===== config.mk =====
export PLATFORM = sky130hd
export DESIGN_NAME = adcd_chain_port
export DESIGN_NICKNAME = d
export VERILOG_FILES = /design/src/hdl/adcd_sync.v /design/src/hdl/adcd_chain_port.v
export VERILOG_INCLUDE_DIRS = /design/src /design/src/pkg
export SDC_FILE = /design/constraint.sdc
export NUM_CORES = 1
export LEC_CHECK = 0
export ABC_AREA = 1
export BUFFER_PORTS_ARGS = -buffer_cell sky130_fd_sc_hd__buf_4
export CORE_UTILIZATION = 36
export CTS_BUF_LIST = sky130_fd_sc_hd__clkbuf_2
export DETAILED_ROUTE_END_ITERATION = 10
export GPL_TIMING_DRIVEN = 1
export HOLD_SLACK_MARGIN = 0.08
export PLACE_DENSITY_LB_ADDON = 0.08
export REMOVE_ABC_BUFFERS = 1
export SETUP_SLACK_MARGIN = 0.15
export SLEW_MARGIN = 30
export SYNTH_ARGS = -nofsm -noshare
export SYNTH_HDL_FRONTEND = slang
export SYNTH_HIERARCHICAL = 1
export SYNTH_SLANG_ARGS = --single-unit
export TNS_END_PERCENT = 100

===== constraint.sdc =====
create_clock -name MCLK -period 2.3 [get_ports MCLK]
set_clock_uncertainty 0.15 [all_clocks]
set_input_delay 0.115 -clock MCLK [delete_from_list [all_inputs] [get_ports MCLK]]
set_output_delay 0.115 -clock MCLK [all_outputs]
set_load 0.005 [all_outputs]

===== src/pkg/adcd_map.vh =====
// constants for the daisy-chain serial port: frame lengths, write byte fields
// assumes inclusion by bare name from the design files
`ifndef ADCD_MAP_VH
`define ADCD_MAP_VH

// =====================================================================
// frame lengths in serial clocks per device
`define ADCD_RES_BITS      18
`define ADCD_STAT_BITS     6
`define ADCD_FRAME_STAT    24
`define ADCD_SHIFT_W       24

// =====================================================================
// register write layout: command byte then data byte
`define ADCD_WR_BITS       16
`define ADCD_CMD_MSB       15
`define ADCD_CMD_LSB       8
`define ADCD_DAT_MSB       7
`define ADCD_DAT_LSB       0
// command byte that addresses the configuration register (write, address 0x14)
`define ADCD_CMD_WR_CFG    8'h14
// configuration fields
`define ADCD_CFG_STAT_BIT  1
`define ADCD_CFG_RESET     8'hE1

// =====================================================================
// conversion time in ns and derived cycle count at MCLK
`define ADCD_MCLK_MHZ      100
`define ADCD_TCONV_NS      290
`define ADCD_TCONV_CYC     ((`ADCD_TCONV_NS * `ADCD_MCLK_MHZ + 999) / 1000)

`endif


===== src/hdl/adcd_sync.v =====
// two-flop synchroniser for one level from outside the MCLK domain
// assumes an asynchronous active-low reset shared with the caller
`timescale 1ns/1ps

module adcd_sync
(
  // clock and reset
  input  wire clk,
  input  wire arst_n,
  // level in and out
  input  wire din,
  output wire dout
);

  reg meta_q;
  reg sync_q;

  always @(posedge clk or negedge arst_n)
  begin
    if (!arst_n)
    begin
      meta_q <= 1'b0;
      sync_q <= 1'b0;
    end
    else
    begin
      meta_q <= din;
      sync_q <= meta_q;
    end
  end

  assign dout = sync_q;

endmodule // adcd_sync


===== src/hdl/adcd_chain_port.v =====
// daisy-chain serial port of a SAR converter, device side
// assumes the serial clock and chain pins arrive asynchronously to MCLK and
// that the conversion core hands a result over on a same-clock pulse
`timescale 1ns/1ps
`include "adcd_map.vh"

module adcd_chain_port
(
  // clock and reset
  input  wire        MCLK,
  input  wire        ARST_N,
  // chain pins
  input  wire        SCLK_PIN,
  input  wire        CONVERT_START,
  input  wire        CHAIN_DATA_IN,
  output reg         CHAIN_DATA_OUT,
  // conversion core
  input  wire        RESULT_VALID,
  input  wire [17:0] RESULT_DATA,
  input  wire [5:0]  STATUS_DATA,
  output reg         CONV_BUSY,
  output reg         CONV_START_PULSE,
  // configuration held for the core
  output reg  [7:0]  CFG_REG,
  output reg         CFG_WRITE_PULSE
);

  // =====================================================================
  // synchronised pins
  // index 2 serial clock, 1 convert_start, 0 chain_data_in; equal depth on all three
  // keeps data and clock edges in the same order as on the pins
  wire [2:0] pin_raw;
  wire [2:0] pin_sync;
  wire       sclk_s;
  wire       cnv_s;
  wire       sdi_s;

  assign pin_raw = {SCLK_PIN, CONVERT_START, CHAIN_DATA_IN};

  genvar gi;
  generate
    for (gi = 0; gi < 3; gi = gi + 1)
    begin : g_sync
      adcd_sync u_sync
      (
        .clk    (MCLK),
        .arst_n (ARST_N),
        .din    (pin_raw[gi]),
        .dout   (pin_sync[gi])
      );
    end
  endgenerate

  assign sclk_s = pin_sync[2];
  assign cnv_s  = pin_sync[1];
  assign sdi_s  = pin_sync[0];

  reg sclk_prev_q;
  reg cnv_prev_q;

  wire sclk_rise = sclk_s & ~sclk_prev_q;
  wire sclk_fall = ~sclk_s & sclk_prev_q;
  wire cnv_rise  = cnv_s & ~cnv_prev_q;
  wire cnv_fall  = ~cnv_s & cnv_prev_q;

  // =====================================================================
  // state machine
  localparam [1:0] ST_IDLE  = 2'b00;
  localparam [1:0] ST_CONV  = 2'b01;
  localparam [1:0] ST_READ  = 2'b10;

  reg [1:0]  state_q;
  reg [1:0]  state_d;
  reg [23:0] shift_q;
  reg [23:0] shift_d;
  reg        out_d;
  reg        sample_q;
  reg        sample_d;
  reg [7:0]  cfg_d;
  reg        wr_pulse_d;

  // status bits follow the result only when enabled in the configuration;
  // with status off the result sits in the low 18 bits and is tapped at bit 16,
  // so upstream bits surface after 18 shifts and an 18-clock read stays aligned
  function [23:0] load_frame;
    input [17:0] res;
    input [5:0]  stat;
    input        stat_en;
    begin
      if (stat_en)
        load_frame = {res, stat};
      else
        load_frame = {6'h0_0, res};
    end
  endfunction

  wire stat_en = CFG_REG[`ADCD_CFG_STAT_BIT];

  always @*
  begin
    state_d    = state_q;
    shift_d    = shift_q;
    out_d      = CHAIN_DATA_OUT;
    sample_d   = sample_q;
    cfg_d      = CFG_REG;
    wr_pulse_d = 1'b0;
    case (state_q)
      ST_IDLE:
      begin
        if (cnv_rise)
        begin
          // write window closes here, then the conversion starts
          if (shift_q[`ADCD_CMD_MSB:`ADCD_CMD_LSB] == `ADCD_CMD_WR_CFG)
          begin
            cfg_d      = shift_q[`ADCD_DAT_MSB:`ADCD_DAT_LSB];
            wr_pulse_d = 1'b1;
          end
          shift_d = 24'h00_0000;
          out_d   = 1'b0;
          state_d = ST_CONV;
        end
        else
        begin
          if (sclk_rise)
            shift_d = {shift_q[22:0], sdi_s};
          // write bits pass on eight clocks late, so one 16-bit write
          // reaches every device of the chain in 8*(N+1) clocks
          if (sclk_fall)
            out_d = shift_q[`ADCD_DAT_MSB];
          else if (!sdi_s && !sclk_s && shift_q == 24'h00_0000)
            out_d = 1'b0;
        end
      end
      ST_CONV:
      begin
        out_d = 1'b0;
        if (cnv_fall)
          state_d = ST_IDLE;
        else if (RESULT_VALID)
        begin
          shift_d = load_frame(RESULT_DATA, STATUS_DATA, stat_en);
          out_d   = RESULT_DATA[17];
          state_d = ST_READ;
        end
      end
      ST_READ:
      begin
        if (cnv_fall)
        begin
          // readback ends with convert_start low; no register path exists
          shift_d = 24'h00_0000;
          out_d   = 1'b0;
          state_d = ST_IDLE;
        end
        else
        begin
          if (sclk_rise)
            sample_d = sdi_s;
          if (sclk_fall)
          begin
            // shift on falling edge so the bit holds across the next rising one
            shift_d = {shift_q[22:0], sample_q};
            if (stat_en)
              out_d = shift_q[22];
            else
              out_d = shift_q[16];
          end
        end
      end
      default:
      begin
        state_d = ST_IDLE;
      end
    endcase
  end

  // =====================================================================
  // registers
  always @(posedge MCLK or negedge ARST_N)
  begin
    if (!ARST_N)
    begin
      state_q          <= ST_IDLE;
      shift_q          <= 24'h00_0000;
      sample_q         <= 1'b0;
      sclk_prev_q      <= 1'b0;
      cnv_prev_q       <= 1'b0;
      CHAIN_DATA_OUT   <= 1'b0;
      CONV_BUSY        <= 1'b0;
      CONV_START_PULSE <= 1'b0;
      CFG_REG          <= `ADCD_CFG_RESET;
      CFG_WRITE_PULSE  <= 1'b0;
    end
    else
    begin
      state_q          <= state_d;
      shift_q          <= shift_d;
      sample_q         <= sample_d;
      sclk_prev_q      <= sclk_s;
      cnv_prev_q       <= cnv_s;
      CHAIN_DATA_OUT   <= out_d;
      CONV_BUSY        <= (state_d == ST_CONV);
      CONV_START_PULSE <= (state_q == ST_IDLE) && cnv_rise;
      CFG_REG          <= cfg_d;
      CFG_WRITE_PULSE  <= wr_pulse_d;
    end
  end

endmodule // adcd_chain_port


==> results.yml <==
run_status:
  status: "completed"
floorplan:
  die_x_um: 88.9
  initial_core_util_pct: 37.3
  rows: 31
  boundaryPins: 42
  core_sq_um: 7290
  design.die.area_sq_um: 7910
  die_y_um: 88.9
final_layout:
  nets: 496
  diodes: 0
  synthToLayoutAreaGrowth_pct: 31.5
  nFillCells: 767
  multi_input_comb_area_sq_um: 1290
  seqCellArea_sq_um: 1180
  drive_above_1_share_pct: 17.1
clocking:
  cts_tree: "done"
  numCtsBuffers: 5
  h-tree-depth: 2
  clockBufferDepth: 2
  cts.sinks: 47
  clk_pin_slew_ns: 0.23
  cts_root_buffer: "clkbuf_2"
  clock_latency_ns: 0.44
place:
  hpwl_mm: 5.46
  portBuffers: 41
  routabilityCongestion: 0.850
critical_path:
  cp.arrival_ns: 2.25
  critical_path_class: "flop to flop"
  crit_required_ns: 2.55
  worst-path-max-fanout: 7
  critPathLaunchType: "flop"
  end_kind: "flop"
logic_synthesis:
  synth_area_sq_um: 2720
  synthXorXnorAreaFrac_pct: 0
  ys_types: 24
  synth-compound-area-share_pct: 17.0
  synth_seq_area_share_pct: 43.4
  synthMuxAreaShare_pct: 0
  syn_area_per_cell_sq_um: 6.99
  synth_top_family_by_area: "simple AND/OR/NAND/NOR gates"
  synth-seq-cells: 47
  yosysWarnings: 6
  synthSimpleGateAreaFrac_pct: 28.5
  syn_inst: 389
  synthAdderAreaFrac_pct: 1.84
global_routing:
  grt_pass1_wl_mm: 13.3
  grt-ovfl-total: 0
  antenna_found_initial: 0
  grt.total_usage_pct: 22.5
  grt_pass1_vias: 2554
  grt_max_degree: 29
sta:
  setup-tns-final_ns: 0
  setup_viol: 0
  finalHoldViolCount: 0
  slew_viol_final: 0
  whs_ns: 0.0930
  worst_pin_slew_ns: 0.401
  max_freq_mhz: 499
  rsz0062_at_grt: "false"
  fin_crit_ns: 2.00
  slew_headroom_pct: 73.2
  period_share_pct: 87.1
route:
  drt_iter0_drc: 206
  post_drt_via_cell_ratio: 4.91
  num_vias: 2762
  ant_nets: 0
  route.detailed.drc: 0
  first_pass_iters: 4
  wl_mm: 8.11
  post_drt_wl_per_cell_um: 14.4
power:
  p_leak_nw: 1.77
  powerDensity_nw_per_um2: 1000
  vdd_ir_drop_max_mv: 0.425
min_path:
  hp-class: "input port to flop"
flow_run:
  drv_cap: 0
==> layout by cell type, fill, tap and decap left out <==
cell	synthesis	routed
a21oi_1	23	23
a31oi_1	6	6
buf_12	0	2
buf_4	2	49
bufinv_16	0	2
clkbuf_2	0	6
dfrtp_1	43	43
dfstp_2	4	4
dlygate4sd3_1	0	34
ha_1	4	4
inv_1	30	30
inv_2	9	9
nand2_1	116	116
nand2_2	2	2
nand2_4	1	1
nand3_1	25	25
nand4_1	1	1
nor2_1	39	39
nor2_2	3	3
nor3_1	4	4
o211ai_1	2	2
o21ai_0	48	48
o21ai_1	9	9
o21ai_2	1	1
==> critical path: stages, from the launching register on <==
cell           delay, ns
dfrtp_1             0.46
inv_1               0.12
ha_1                0.19
inv_2               0.08
a21oi_1             0.11
o21ai_0             0.08
dlygate4sd3_1       0.57
nand3_1             0.07
nand3_1             0.07
nand2_1             0.07
==> cell type report <==
class                      instances  share of cell area [%]
tap                               99                    3.46
multi-input combinational        284                    36.0
clock inverter                     2                    1.68
timing repair buffer              85                    20.9
clock buffer                       6                   0.839
sequential                        47                    33.0
inverter                          39                    4.09
==> cells by family after synthesis <==
kind of cell	after synthesis
and+or+nand+nor	191
AOI/OAI and AO/OA	89
buffers and inverters	58
DFF	47
adders and majority gates	4
==> routing by layer <==
metal | global-route usage (%) | part of all wire [%] | vias to the layer above
met3 | 3.32 | 4.8 | 12
met1 | 32.0 | 47 | 1277
li1 | - | - | 1394
met4 | 6.16 | 1.9 | 0
met2 | 35.8 | 46 | 79
met5 | 0 | 0 | -
==> synthesized netlist by cell type <==
library cell | number | area, sq um
o21ai_1 | 9 | 45.0
inv_2 | 9 | 33.8
a21oi_1 | 23 | 115
o21ai_2 | 1 | 8.76
nand4_1 | 1 | 6.26
dfrtp_1 | 43 | 1080
buf_2 | 9 | 45.0
a31oi_1 | 6 | 37.5
buf_4 | 2 | 15.0
nand2_4 | 1 | 11.3
o21ai_0 | 48 | 240
nor2_1 | 39 | 146
clkbuf_1 | 4 | 15.0
dfstp_2 | 4 | 105
ha_1 | 4 | 50.1
o211ai_1 | 2 | 15.0
nand3_1 | 25 | 125
nor2_2 | 3 | 18.8
buf_6 | 2 | 22.5
inv_1 | 30 | 113
buf_1 | 2 | 7.51
nor3_1 | 4 | 20.0
nand2_1 | 116 | 435
nand2_2 | 2 | 12.5
==> sequential cells by signal, summed over array words and instances (netlist names) <==
signal and count:
CFG_REG 8, CFG_WRITE_PULSE 1, CHAIN_DATA_OUT 1, CONV_BUSY 1, CONV_START_PULSE 1, cnv_prev_q 1, g_sync.u_sync/dout 3, g_sync.u_sync/meta_q 3
sample_q 1, sclk_prev_q 1, shift_q 24, state_q 2
==> worst paths after layout <==
path	from	to	slack, ns	depth (start not counted)
min in group asynchronous	ARST_N	state_q[1]$_DFF_PN0_	0.50	3
worst min register to register	g_sync[2].u_sync/meta_q$_DFF_PN0_	g_sync[2].u_sync/dout$_DFF_PN0_	0.23	0
max in group asynchronous	ARST_N	CONV_BUSY$_DFF_PN0_	1.06	4
worst max register to register	state_q[1]$_DFF_PN0_	shift_q[0]$_DFFE_PN0P_	0.30	9
worst max-delay path	state_q[1]$_DFF_PN0_	shift_q[0]$_DFFE_PN0P_	0.30	9
worst min-delay path	RESULT_DATA[0]	shift_q[6]$_DFFE_PN0P_	0.09	7
==> power breakdown <==
group | internal, mW | switching (mW)
Sequential | 1.04 | 0.223
Combinational | 0.659 | 1.08
Clock | 0.297 | 0.280
==> metrics by stage <==
stage / power (mW) / util (%) / area, sq um / instances / setup WS [ns]
2_1_floorplan: 2.32 / - / 2620 / 370 / 0.150
3_3_place_gp: 2.91 / 42.7 / 3110 / 517 / 0.522
3_5_place_dp: 2.92 / 42.7 / 3110 / 517 / 0.477
4_1_cts: 3.58 / 48.9 / 3560 / 560 / 0.302
5_1_grt: 3.90 / 49.1 / 3580 / 562 / 0.130
6_report: 3.58 / 49.1 / 3580 / 562 / 0.296
==> timing repair <==
item,in CTS,in global routing
endpoints found under the setup margin,0,2
hold buffers,35,0
hold endpoints to repair,77,0
setup buffers,0,2
resized for setup,0,0
(Power assumes the default switching activity.)
